==> src/interrupt_priority_control_params.svh <==
// Constants for the interrupt priority controller: offsets, fields, sizes.
`ifndef INTERRUPT_PRIORITY_CONTROL_PARAMS_SVH
`define INTERRUPT_PRIORITY_CONTROL_PARAMS_SVH

// Register word indexes; the byte address is four times the index.
`define IDX_STATUS      6'h00
`define IDX_CORE        6'h01
`define IDX_GLOBAL      6'h02
`define IDX_EDGE        6'h03
`define IDX_FLAGS       6'h04
`define IDX_ENABLES     6'h05
`define IDX_PRIO0       6'h06
`define IDX_PENDING     6'h0a
`define IDX_IRQ_STAT    6'h0b
`define IDX_IRQ_MASK    6'h0c

// Sizes of the source array.
`define NUM_SRC         16
`define NUM_EXT         5
`define PRIO_PER_REG    4
`define NUM_PRIO_REGS   4
`define PRIO_FIELD_W    4

// Field positions in the status and core control words.
`define CPU_LOW_LSB     5
`define CPU_TOP_BIT     3

// Field positions in the global control word.
`define NEST_BIT        15
`define TRAP_LSB        1
`define NUM_TRAPS       6

// Field positions in the edge and vector control word.
`define ALT_BIT         15
`define MASK_ACT_BIT    14

// Field positions in the pending vector word.
`define PEND_LEVEL_LSB  8

// Vector number of source zero and the level forced by nesting disable.
`define VEC_BASE        7'h08
`define LEVEL_MAX_LOW   3'h7

// Bits of the interrupt status and mask words.
`define IRQ_TRAP_BIT    0
`define IRQ_PEND_BIT    1
`define IRQ_W           2

// Reset value of every register.
`define REG_RESET       16'h0000

`endif

==> src/interrupt_priority_control_pkg.sv <==
// Types shared by the interrupt priority controller.
package interrupt_priority_control_pkg;
    typedef logic [2:0]  prio_t;   // Per-source priority, eight levels.
    typedef logic [3:0]  level_t;  // Full CPU priority level.
    typedef logic [6:0]  vec_t;    // Vector number.
    typedef logic [15:0] word_t;   // One register's data.
endpackage

==> src/interrupt_priority_control.sv <==
// Interrupt priority controller with an APB register slave.
//
// What this block does
// - Each source has a sticky request flag.
// - Each source has its own enable bit.
// - Each source has a three-bit priority.
// - Pending vector and level latched, readable.
// - Bit order follows vector order, source zero first.
// - Low CPU priority bits writable in status word.
// - Top CPU priority bit read-only to software.
// - Top bit concatenated above three low bits.
// - User interrupts blocked at top bit or 111.
// - Top bit means level above seven.
// - Nesting disable blocks software writes to low priority bits; a taken vector sets them to 111.
// - Divide, DMA and math trap cause bits.
// - Address, stack and clock-loss trap bits.
// - Alternate vector table select bit.
// - Read-only disable-instruction active status bit.
// - Edge polarity select for five external inputs.
// - Unused bits read zero, all reset zero.
//
// Implementation choices: the APB register port and the register addresses.
`timescale 1ns/1ps
`include "interrupt_priority_control_params.svh"

module interrupt_priority_control (
    input  wire logic                    clk_i,
    input  wire logic                    rst_i,
    input  wire logic                    ce_i,
    input  wire logic                    psel_i,
    input  wire logic                    penable_i,
    input  wire logic                    pwrite_i,
    input  wire logic [7:0]              paddr_i,
    input  wire logic [31:0]             pwdata_i,
    output logic      [31:0]             prdata_o,
    output logic                         pready_o,
    output logic                         pslverr_o,
    input  wire logic [`NUM_SRC-1:0]     periph_evt_i,
    input  wire logic [`NUM_EXT-1:0]     ext_pin_i,
    input  wire logic [`NUM_TRAPS-1:0]   trap_evt_i,
    input  wire logic                    trap_enter_i,
    input  wire logic                    trap_exit_i,
    input  wire logic                    cpu_ack_i,
    input  wire logic                    masking_instruction_active_i,
    output logic                         cpu_req_o,
    output logic [6:0]                   pending_vector_number_o,
    output logic [3:0]                   pending_level_o,
    output logic [3:0]                   cpu_level_o,
    output logic                         alternate_table_select_o,
    output logic                         irq_o
);

    ////////////////////////////////////////////////////////////////////////
    // Declarations.
    ////////////////////////////////////////////////////////////////////////

    logic [`NUM_SRC-1:0] request_flag_r;      // Sticky request flags.
    logic [`NUM_SRC-1:0] source_enable_r;     // Per-source enables.
    interrupt_priority_control_pkg::prio_t source_prio_r [`NUM_SRC];
    interrupt_priority_control_pkg::prio_t cpu_priority_low_r;
    logic                cpu_priority_top_bit_r;  // Set by trap entry.
    logic                nesting_disable_r;       // Blocks software writes to the low bits.
    logic [`NUM_TRAPS-1:0] trap_flag_r;           // Trap cause bits.
    logic                alt_table_r;             // Vector table select.
    logic [`NUM_EXT-1:0] ext_polarity_r;          // One means falling.
    interrupt_priority_control_pkg::vec_t   pend_vec_r;
    interrupt_priority_control_pkg::level_t pend_level_r;
    logic                cpu_req_r;               // Request to the CPU.
    logic [`IRQ_W-1:0]   irq_stat_r;              // Sticky event bits.
    logic [`IRQ_W-1:0]   irq_mask_r;              // Event enables.
    logic                irq_r;                   // Registered interrupt.
    logic [31:0]         prdata_r;                // Registered read data.
    logic                pready_r;                // Registered ready.
    logic                pslverr_r;               // Registered error.
    logic [`NUM_EXT-1:0] ext_meta_r;              // Synchroniser stage 1.
    logic [`NUM_EXT-1:0] ext_sync_r;              // Synchroniser stage 2.
    logic [`NUM_EXT-1:0] ext_prev_r;              // Previous synced level.

    logic [5:0]          idx;                     // Word index of access.
    logic                setup;                   // Setup cycle seen.
    logic                wr_en;                   // Write takes effect.
    logic                mapped;                  // Address is decoded.
    interrupt_priority_control_pkg::word_t wdata; // Low half of pwdata.
    interrupt_priority_control_pkg::word_t rdata; // Read mux output.
    interrupt_priority_control_pkg::level_t cpu_level;
    logic [`NUM_EXT-1:0] ext_edge;                // Active edge per input.
    logic [`NUM_SRC-1:0] src_set;                 // Flag set events.
    logic                user_blocked;            // CPU masks all users.
    logic                best_found;              // A request qualifies.
    logic [3:0]          best_idx;                // Winning source.
    interrupt_priority_control_pkg::prio_t best_prio;

    ////////////////////////////////////////////////////////////////////////
    // Bus decode.
    ////////////////////////////////////////////////////////////////////////

    // Writes land only in the access cycle whose ready is high.
    assign idx    = paddr_i[7:2];
    assign setup  = psel_i & ~penable_i;
    assign wr_en  = ce_i & psel_i & penable_i & pready_r & pwrite_i & mapped;
    assign wdata  = pwdata_i[15:0];

    // The full level is the top bit placed above the low three.
    assign cpu_level = {cpu_priority_top_bit_r, cpu_priority_low_r};

    // Any user source is masked when the top bit is set or the low bits
    // stand at their maximum.
    assign user_blocked = cpu_priority_top_bit_r
                        | (cpu_priority_low_r == `LEVEL_MAX_LOW);

    ////////////////////////////////////////////////////////////////////////
    // External input synchronisers and edge detection.
    ////////////////////////////////////////////////////////////////////////

    // Two flops bring the pins into the clock domain; a third holds the
    // previous synced level so that only the second stage feeds an edge.
    always_ff @(posedge clk_i) begin
        if (rst_i) begin
            ext_meta_r <= '0;
            ext_sync_r <= '0;
            ext_prev_r <= '0;
        end else if (ce_i) begin
            ext_meta_r <= ext_pin_i;
            ext_sync_r <= ext_meta_r;
            ext_prev_r <= ext_sync_r;
        end
    end

    // Polarity one picks the falling edge, zero the rising edge.
    assign ext_edge = (ext_polarity_r & ext_prev_r & ~ext_sync_r)
                    | (~ext_polarity_r & ~ext_prev_r & ext_sync_r);

    // External input k raises source k; source zero is input zero.
    assign src_set = periph_evt_i
                   | {{(`NUM_SRC-`NUM_EXT){1'b0}}, ext_edge};

    ////////////////////////////////////////////////////////////////////////
    // Per-source flag, enable and priority storage.
    ////////////////////////////////////////////////////////////////////////

    for (genvar s = 0; s < `NUM_SRC; s++) begin : g_src
        localparam logic [5:0] PRIO_IDX =
            6'(`IDX_PRIO0 + s / `PRIO_PER_REG);
        localparam int FLD = (s % `PRIO_PER_REG) * `PRIO_FIELD_W;

        // A hardware set wins over a software write of zero, so an event
        // that lands on the clearing write is kept.
        always_ff @(posedge clk_i) begin
            if (rst_i) begin
                request_flag_r[s] <= 1'b0;
            end else if (ce_i) begin
                if (wr_en && idx == `IDX_FLAGS) begin
                    request_flag_r[s] <= wdata[s] | src_set[s];
                end else begin
                    request_flag_r[s] <= request_flag_r[s] | src_set[s];
                end
            end
        end

        // The enable bit of each source is written independently.
        always_ff @(posedge clk_i) begin
            if (rst_i) begin
                source_enable_r[s] <= 1'b0;
            end else if (ce_i && wr_en && idx == `IDX_ENABLES) begin
                source_enable_r[s] <= wdata[s];
            end
        end

        // Four three-bit fields share a word, one per nibble.
        always_ff @(posedge clk_i) begin
            if (rst_i) begin
                source_prio_r[s] <= '0;
            end else if (ce_i && wr_en && idx == PRIO_IDX) begin
                source_prio_r[s] <= wdata[FLD +: 3];
            end
        end
    end

    ////////////////////////////////////////////////////////////////////////
    // Pending request search.
    ////////////////////////////////////////////////////////////////////////

    // Highest priority wins; on a tie the lower source, earlier in the
    // vector order, wins because the scan runs downward with >=.
    always_comb begin
        best_found = 1'b0;
        best_idx   = '0;
        best_prio  = '0;
        for (int k = `NUM_SRC - 1; k >= 0; k--) begin
            if (request_flag_r[k] && source_enable_r[k] &&
                ({1'b0, source_prio_r[k]} > cpu_level) &&
                !user_blocked &&
                (!best_found || source_prio_r[k] >= best_prio)) begin
                best_found = 1'b1;
                best_idx   = 4'(k);
                best_prio  = source_prio_r[k];
            end
        end
    end

    // The vector and level are latched while a request is pending and
    // held once it goes away, so software can still read the last one.
    always_ff @(posedge clk_i) begin
        if (rst_i) begin
            pend_vec_r   <= '0;
            pend_level_r <= '0;
            cpu_req_r    <= 1'b0;
        end else if (ce_i) begin
            cpu_req_r <= best_found;
            if (best_found) begin
                pend_vec_r   <= `VEC_BASE + 7'(best_idx);
                pend_level_r <= {1'b0, best_prio};
            end
        end
    end

    ////////////////////////////////////////////////////////////////////////
    // CPU priority level.
    ////////////////////////////////////////////////////////////////////////

    // The CPU taking a vector raises the level to the pending one, or to
    // the maximum when nesting is off; software may write it otherwise.
    always_ff @(posedge clk_i) begin
        if (rst_i) begin
            cpu_priority_low_r <= '0;
        end else if (ce_i) begin
            if (cpu_ack_i) begin
                cpu_priority_low_r <= nesting_disable_r ? `LEVEL_MAX_LOW
                                                        : pend_level_r[2:0];
            end else if (wr_en && idx == `IDX_STATUS &&
                         !nesting_disable_r) begin
                cpu_priority_low_r <= wdata[`CPU_LOW_LSB +: 3];
            end
        end
    end

    // Only trap entry and exit move the top bit; no bus write reaches it,
    // so software can never mask a trap.
    always_ff @(posedge clk_i) begin
        if (rst_i) begin
            cpu_priority_top_bit_r <= 1'b0;
        end else if (ce_i) begin
            if (trap_enter_i) begin
                cpu_priority_top_bit_r <= 1'b1;
            end else if (trap_exit_i) begin
                cpu_priority_top_bit_r <= 1'b0;
            end
        end
    end

    ////////////////////////////////////////////////////////////////////////
    // Global and edge control words.
    ////////////////////////////////////////////////////////////////////////

    // Nesting disable is a plain read-write bit.
    always_ff @(posedge clk_i) begin
        if (rst_i) begin
            nesting_disable_r <= 1'b0;
        end else if (ce_i && wr_en && idx == `IDX_GLOBAL) begin
            nesting_disable_r <= wdata[`NEST_BIT];
        end
    end

    // Trap cause bits: oscillator, stack, address, math, DMA, divide, in
    // bits one to six. A trap in the write cycle wins over the write.
    always_ff @(posedge clk_i) begin
        if (rst_i) begin
            trap_flag_r <= '0;
        end else if (ce_i) begin
            if (wr_en && idx == `IDX_GLOBAL) begin
                trap_flag_r <= wdata[`TRAP_LSB +: `NUM_TRAPS]
                             | trap_evt_i;
            end else begin
                trap_flag_r <= trap_flag_r | trap_evt_i;
            end
        end
    end

    // Table select and edge polarities are plain read-write fields.
    always_ff @(posedge clk_i) begin
        if (rst_i) begin
            alt_table_r    <= 1'b0;
            ext_polarity_r <= '0;
        end else if (ce_i && wr_en && idx == `IDX_EDGE) begin
            alt_table_r    <= wdata[`ALT_BIT];
            ext_polarity_r <= wdata[`NUM_EXT-1:0];
        end
    end

    ////////////////////////////////////////////////////////////////////////
    // Interrupt status and mask.
    ////////////////////////////////////////////////////////////////////////

    // Status bits are sticky and cleared by writing one; a new event in
    // the same cycle as the clearing write keeps its bit set.
    always_ff @(posedge clk_i) begin
        if (rst_i) begin
            irq_stat_r <= '0;
        end else if (ce_i) begin
            irq_stat_r[`IRQ_TRAP_BIT] <= (|trap_evt_i) |
                (irq_stat_r[`IRQ_TRAP_BIT] &
                 ~(wr_en && idx == `IDX_IRQ_STAT &&
                   wdata[`IRQ_TRAP_BIT]));
            irq_stat_r[`IRQ_PEND_BIT] <= (best_found & ~cpu_req_r) |
                (irq_stat_r[`IRQ_PEND_BIT] &
                 ~(wr_en && idx == `IDX_IRQ_STAT &&
                   wdata[`IRQ_PEND_BIT]));
        end
    end

    // The mask is read-write; the output is high while any unmasked bit
    // is set, one cycle behind the status.
    always_ff @(posedge clk_i) begin
        if (rst_i) begin
            irq_mask_r <= '0;
            irq_r      <= 1'b0;
        end else if (ce_i) begin
            if (wr_en && idx == `IDX_IRQ_MASK) begin
                irq_mask_r <= wdata[`IRQ_W-1:0];
            end
            irq_r <= |(irq_stat_r & irq_mask_r);
        end
    end

    ////////////////////////////////////////////////////////////////////////
    // Read mux.
    ////////////////////////////////////////////////////////////////////////

    // Every bit not named here reads zero.
    always_comb begin
        rdata  = `REG_RESET;
        mapped = (paddr_i[1:0] == 2'b00);
        unique case (idx)
            `IDX_STATUS: rdata[`CPU_LOW_LSB +: 3] = cpu_priority_low_r;
            `IDX_CORE:   rdata[`CPU_TOP_BIT] = cpu_priority_top_bit_r;
            `IDX_GLOBAL: begin
                rdata[`NEST_BIT] = nesting_disable_r;
                rdata[`TRAP_LSB +: `NUM_TRAPS] = trap_flag_r;
            end
            `IDX_EDGE: begin
                rdata[`ALT_BIT]       = alt_table_r;
                rdata[`MASK_ACT_BIT]  = masking_instruction_active_i;
                rdata[`NUM_EXT-1:0]   = ext_polarity_r;
            end
            `IDX_FLAGS:   rdata = request_flag_r;
            `IDX_ENABLES: rdata = source_enable_r;
            `IDX_PENDING: begin
                rdata[6:0] = pend_vec_r;
                rdata[`PEND_LEVEL_LSB +: 4] = pend_level_r;
            end
            `IDX_IRQ_STAT: rdata[`IRQ_W-1:0] = irq_stat_r;
            `IDX_IRQ_MASK: rdata[`IRQ_W-1:0] = irq_mask_r;
            default: begin
                // Priority words sit between the enables and the pending
                // word; anything else is unmapped.
                if (idx >= `IDX_PRIO0 && idx < `IDX_PENDING) begin
                    for (int f = 0; f < `PRIO_PER_REG; f++) begin
                        rdata[f*`PRIO_FIELD_W +: 3] =
                            source_prio_r[(idx - `IDX_PRIO0) *
                                          `PRIO_PER_REG + f];
                    end
                end else begin
                    mapped = 1'b0;
                end
            end
        endcase
    end

    ////////////////////////////////////////////////////////////////////////
    // APB answer.
    ////////////////////////////////////////////////////////////////////////

    // Ready rises in the first access cycle and drops after it, so every
    // transfer takes exactly two cycles. Read data and error are captured
    // in the setup cycle.
    always_ff @(posedge clk_i) begin
        if (rst_i) begin
            pready_r  <= 1'b0;
            prdata_r  <= '0;
            pslverr_r <= 1'b0;
        end else if (ce_i) begin
            pready_r <= setup;
            if (setup) begin
                prdata_r  <= mapped ? {16'h0000, rdata} : '0;
                pslverr_r <= ~mapped;
            end else begin
                pslverr_r <= 1'b0;
            end
        end
    end

    ////////////////////////////////////////////////////////////////////////
    // Outputs.
    ////////////////////////////////////////////////////////////////////////

    assign prdata_o                 = prdata_r;
    assign pready_o                 = pready_r;
    assign pslverr_o                = pslverr_r;
    assign irq_o                    = irq_r;
    assign cpu_req_o                = cpu_req_r;
    assign pending_vector_number_o  = pend_vec_r;
    assign pending_level_o          = pend_level_r;
    assign cpu_level_o              = cpu_level;
    assign alternate_table_select_o = alt_table_r;

endmodule

==> config.mk <==
export PLATFORM = sky130hd
export DESIGN_NAME = interrupt_priority_control
export DESIGN_NICKNAME = d
export VERILOG_FILES = /design/src/interrupt_priority_control_pkg.sv /design/src/interrupt_priority_control.sv
export VERILOG_INCLUDE_DIRS = /design/src
export SDC_FILE = /design/constraint.sdc
export NUM_CORES = 1
export LEC_CHECK = 0
export BUFFER_PORTS_ARGS = -buffer_cell sky130_fd_sc_hd__buf_4
export CORE_UTILIZATION = 59
export CTS_CLUSTER_DIAMETER = 60
export CTS_CLUSTER_SIZE = 20
export DETAILED_ROUTE_END_ITERATION = 16
export PLACE_DENSITY = 0.81
export REMOVE_ABC_BUFFERS = 1
export SLEW_MARGIN = 20
export SYNTH_ARGS = -nofsm -noshare
export SYNTH_HDL_FRONTEND = slang
export SYNTH_SLANG_ARGS = --single-unit
==> constraint.sdc <==
create_clock -name clk_i -period 25.6 [get_ports clk_i]
set_input_delay 2.56 -clock clk_i [delete_from_list [all_inputs] [get_ports clk_i]]
set_output_delay 2.56 -clock clk_i [all_outputs]
set_load 0.005 [all_outputs]
# Word-level counts from Yosys, hierarchy flattened
# Memory sizes are Yosys's and may differ from the RTL's.
# Cells that the tools add are included.
# totals
ramBits	48
latch_bits	0
rom_bits	0
ff_bits	114
output_inout_bits	52
elab_cells	430
in_bits	77
mem_count	1
# mem_list
memory	words	width	read_ports	rd_clocked_by_memory_dff	wr	line	text
source_prio_r	16	3	20	0	16	interrupt_priority_control.sv:59	interrupt_priority_control_pkg::prio_t source_prio_r [`NUM_SRC];
# classes
n_div	0
shift	0
n_eq_ne	13
reduce_logical	131
mul	0
n_addsub	5
muxes	120
n_bitwise	77
n_lt_le_gt_ge	33
# ops
cell	n
3-bit two-way mux	39
1-bit logical AND	80
3-bit by 4-bit greater-than comparator with 1-bit output	16
4-bit two-way mux	16
1-bit two-way mux	51
1-bit OR	51
3-bit >= comparator	15
6-bit by 4-bit equality test with 1-bit output (second input constant)	5
6-bit by 3-bit equality test with 1-bit output (second input constant)	4
5-bit bitwise AND	4
1-bit one-hot mux with 6 select lines	3
6-bit OR reduction	3
1-bit logical NOT	17
16-bit two-way mux	1
16-bit by 5-bit OR with 16-bit output	1
1-bit logical OR	15
5-bit NOT	3
6-bit by 2-bit equality test with 1-bit output (second input constant)	2
6-bit OR	2
2-bit one-hot mux with 6 select lines	1
3-bit one-hot mux with 4 select lines	1
2-bit AND reduction	5
1-bit bitwise AND	9
9-bit OR reduction	1
26 further kinds	34

# Logic depth before layout (Yosys ltp)
# depth
word_depth	67
ltp_mapped	113
depth_no_buf	111

# Worst setup path before layout
# No wires, ideal clock.
# synth_timing
path_type	register -> register
startpoint	register cpu_priority_low_r[1]
endpoint	register pend_vec_r[3], in the netlist pending_vector_number_o[3]
stages_incl_launch_ff	111
synth_period_minus_slack_ps	22275
path_slack_ps	3325
t_arrival_ps	22160
n_path_buf	2
required_time_ps	25485
setup_time_ps	115
cell_sequence	dfxtp_1 -> inv_1 -> ha_1 -> nor2b_1 -> o311a_4 -> and4_4 -> ha_1 -> nor2_1 -> a21oi_1 -> nand4bb_2 -> and3_1 -> or2_2 -> ha_1 -> nand2b_1 -> a21o_1 -> a21o_1 -> o21a_1 -> o21a_1 -> [75 not listed] -> o31ai_1 -> mux2_2 -> inv_1 -> ha_1 -> a21oi_1 -> nor2b_1 -> o31ai_1 -> mux2_2 -> a21o_1 -> ha_1 -> nand2b_1 -> a21o_1 -> a21oi_1 -> a21boi_1 -> nor2_1 -> nand3_1 -> or4_1 -> and2_1
# synth_between
elab_chain_cells	66
elab_cells_between_ends	160
classes_between	add/sub: 1; order compare: 31; eq/ne: 1; mux: 47; bitwise: 1; reduce/logical: 79
# synth_lines
element	line	text
from (decl)	interrupt_priority_control.sv:60	interrupt_priority_control_pkg::prio_t cpu_priority_low_r;
from (signal assigned)	interrupt_priority_control.sv:228	cpu_priority_low_r <= nesting_disable_r ? `LEVEL_MAX_LOW
from (signal assigned)	interrupt_priority_control.sv:232	cpu_priority_low_r <= wdata[`CPU_LOW_LSB +: 3];
parallel branches: the longest is 66 deep, another holds 3-bit by 4-bit greater-than comparator with 1-bit output	n/a	
to (signal assigned)	interrupt_priority_control.sv:211	pend_vec_r <= `VEC_BASE + 7'(best_idx);
to (decl)	interrupt_priority_control.sv:66	interrupt_priority_control_pkg::vec_t pend_vec_r;
# Parallel ways; which one is timed is not known.
# A chain may end at the register's enable or synchronous reset.

# Final worst setup path
# layout_timing
startpoint	register cpu_priority_low_r[0]
endpoint	register pend_vec_r[3], in the netlist pending_vector_number_o[3]
# Same word-level chain as after synthesis.

==> flow_metrics.env <==
export IMPL_ff2ff_path_depth=106
export IMPL_synth_ff_latch_count=144
export IMPL_clk_path_buf_depth=2
export IMPL_synth_compound_area_share_pct=21.56
export IMPL_die_x_um=131.6
export IMPL_vias=9458
export IMPL_clock_skew_ps=9.531
export IMPL_fin_util_pct=68.72
export IMPL_critPathLaunch="cpu_priority_low_r[0]"
export IMPL_r2r_end="pending_vector_number_o[3]"
export IMPL_synth_xor_area_share_pct=0
export IMPL_post_route_period_util_pct=93.85
export IMPL_yosysWarnings=0
export IMPL_rows=47
export IMPL_antenna_found_initial=0
export IMPL_worst_path_largest_cell_delay_ps=660
export IMPL_antenna_left=0
export IMPL_drive_gt1_share_pct=16.30
export IMPL_synth_cells=1126
export IMPL_drc=0
export IMPL_wl_per_cell_um=21.74
export IMPL_numCtsBuffers=17
export IMPL_num_io_pins=129
export IMPL_seq_area_frac_synth_pct=33.91
export IMPL_min_path_type="reg2reg"
export IMPL_diodes=0
export IMPL_crit_path_max_fanout=10
export IMPL_post_cts_setup_buffers=0
export IMPL_cp_endpoint="pending_vector_number_o[3]"
export IMPL_final_cell_mix="nor2_1, buf_4, dfxtp_1"
export IMPL_place_congestion=0.9356
export IMPL_die_height_um=131.6
export IMPL_cts_max_level=4
export IMPL_outcome="complete, no violations"
export IMPL_synthArstFlopShare_pct=0
export IMPL_leakagePower_nw=4.518
export IMPL_crit_required_ps=25920
export IMPL_area_growth_syn_to_layout_pct=14.51
export IMPL_drtIter0Drc=1123
export IMPL_drt_total_wl_um=31200
export IMPL_report_final_slew_viol_count=0
export IMPL_viasPerCell=6.591
export IMPL_core_sq_um=16520
export IMPL_grtUsageTotal_pct=36.67
export IMPL_regToRegSetupSlack_ps=1570
export IMPL_yosysUniqueCellTypes=83
export IMPL_fin_nets=1366
export IMPL_clkTransAtPathRegs_ps=60
export IMPL_fin_tns_setup_ps=0
export IMPL_cp_common_cell="ha_1"
export IMPL_first_pass_iters=8
export IMPL_cts_tree="done"
export IMPL_grt_pass1_vias=9026
export IMPL_layout_cells_most_common="nor2_1"
export IMPL_final_hold_viol_count=0
export IMPL_globalRouteOverflowTotal=0
export IMPL_hold_ws_ps=465.4
export IMPL_grt_pass1_wl_um=49070
export IMPL_placed_area_sq_um=10730
export IMPL_powerDensity_nw_per_um2=48.88
export IMPL_syn_avg_cell_area_sq_um=8.807
export IMPL_start_util_pct=60.01
export IMPL_synth_edf_count=48
export IMPL_setup_viol=0
export IMPL_grt_start_max_net_pins=67
export IMPL_ir_drop_mv=0.05808
export IMPL_worst_endpoint_arrival_ps=24350
export IMPL_io_buffers=93
export IMPL_max_cap_violations=0
export IMPL_worst_slew_margin_rel_pct=24.04
export IMPL_synth_top_area_cell="dfxtp_1"
export IMPL_synth_mux_area_fraction_pct=7.002
export IMPL_slowest_stage="dfxtp_1"
export IMPL_synth_top_family_by_area="compound AO/OA/AOI/OAI gates"
export IMPL_cts_hold_buf=0
export IMPL_cp_start_kind="flip-flop"
export IMPL_rr_startpoint="cpu_priority_low_r[0]"
export IMPL_synth_top_cell_area_share_pct=19.38
export IMPL_dp_final_hpwl_um=22380
export IMPL_criticalPathCategory="reg2reg"
export IMPL_dieArea_sq_um=17330
export IMPL_clk_insertion_delay_late_ps=430
export IMPL_ys_top_cells_by_area="dfxtp_1, edfxtp_1, ha_1"
export IMPL_fmax_mhz=41.62
export IMPL_fin_area_sq_um=11360
export IMPL_clockRootBuffer="clkbuf_16"
export IMPL_tightest_slew_ps=1122
export IMPL_yosys_area_share_simple_pct=21.28
export IMPL_critPathCaptureType="flip-flop"
export IMPL_synthFlopType="dfxtp_1"
export IMPL_cts_sinks=144
export IMPL_final_min_clock_period_ps=24030
export IMPL_synthAdderAreaFrac_pct=10.98
export IMPL_netlist_area_sq_um=9917
cell usage after synthesis, types with 9 or more instances:
| cell type | count |
|---|---|
| o21ai_0 | 38 |
| inv_1 | 50 |
| mux2i_1 | 27 |
| and2_1 | 42 |
| nand2b_1 | 24 |
| mux4_2 | 12 |
| buf_4 | 21 |
| ha_1 | 87 |
| o21a_1 | 10 |
| nor2b_1 | 23 |
| nand2_1 | 92 |
| a222oi_1 | 16 |
| a21o_1 | 22 |
| and3_1 | 9 |
| nand3_1 | 26 |
| nor3_1 | 36 |
| a22oi_1 | 17 |
| clkbuf_1 | 39 |
| nand4_1 | 9 |
| a211oi_1 | 14 |
| nor2_1 | 119 |
| a31oi_1 | 10 |
| nor4_1 | 12 |
| a21oi_1 | 86 |
| dfxtp_1 | 96 |
| edfxtp_1 | 48 |
power breakdown:
part,internal (mW),total [mW],switching [mW]
logic,0.0232,0.0565,0.0333
clock network,0.146,0.248,0.102
registers,0.242,0.251,0.00838
final cells by class:
class | count | area [sq um]
multi-input combinational | 885 | 6166
fill | 1289 | 5169
sequential | 144 | 3363
timing repair buffer | 104 | 780.7
clock buffer | 21 | 483.0
tap | 220 | 275.3
inverter | 50 | 187.7
clock inverter | 11 | 100.1
worst max-delay path, delay by kind of cell (launching register included):
family | cells | cell delay, ps
flops | 1 | 660
compound gates | 44 | 9640
buf+inv | 1 | 80
fa+ha+maj | 16 | 4330
simple gates | 38 | 6610
mux | 7 | 2540
logic make-up (layout without fill, tap and decap cells):
family,after synthesis,in the layout
buf+inv,115,186
simple gates,426,426
mux,51,51
fa+ha+maj,87,87
compound gates,302,302
flops,144,144
other cells,1,19
sequential cells by signal, indices dropped and copies added, names as in the netlist:
signal                    count
cpu_priority_top_bit_r        1
pending_level_o               3
ext_meta_r                    5
ext_prev_r                    5
request_flag_r               16
pslverr_o                     1
pready_o                      1
trap_flag_r                   6
ext_sync_r                    5
irq_mask_r                    2
irq_stat_r                    2
cpu_req_o                     1
prdata_o                     16
irq_o                         1
nesting_disable_r             1
source_enable_r              16
ext_polarity_r                5
source_prio_r                48
pending_vector_number_o       5
cpu_priority_low_r            3
alternate_table_select_o      1
worst min-delay path by stage:
stage / end / startpoint / depth (start not counted) / slack, ps
3_5_place_dp: prdata_o[3] / prdata_o[3] / 2 / 460
6_report: prdata_o[3] / prdata_o[3] / 2 / 470
5_1_grt: source_enable_r[4] / source_enable_r[4] / 2 / 490
2_1_floorplan: request_flag_r[14] / request_flag_r[14] / 2 / 440
4_1_cts: prdata_o[3] / prdata_o[3] / 2 / 470
3_3_place_gp: prdata_o[3] / prdata_o[3] / 2 / 440
per-stage QoR:
stage                     power [mW]  setup slack [ps]  cells
after floorplan               0.2800              3410   1079
after CTS                     0.5530             993.1   1435
after global placement        0.3073              1474   1403
after detailed placement      0.3093              1114   1403
final                         0.5551              1574   1435
after global routing          0.5694            -85.04   1435
repair_timing:
action | in CTS | in global routing
setup endpoints to repair | 0 | 8
gates resized for setup | 0 | 5
endpoints found under the hold margin | 0 | 0
layer usage:
metal	track usage [%]	up-vias	routed length [um]
li1	-	4313	-
met3	7.562	122	3637
met2	56.41	608	13850
met1	47.89	4415	12100
met4	20.87	0	1602
met5	0	-	0
No activity file was read; power rests on OpenSTA's default activity.
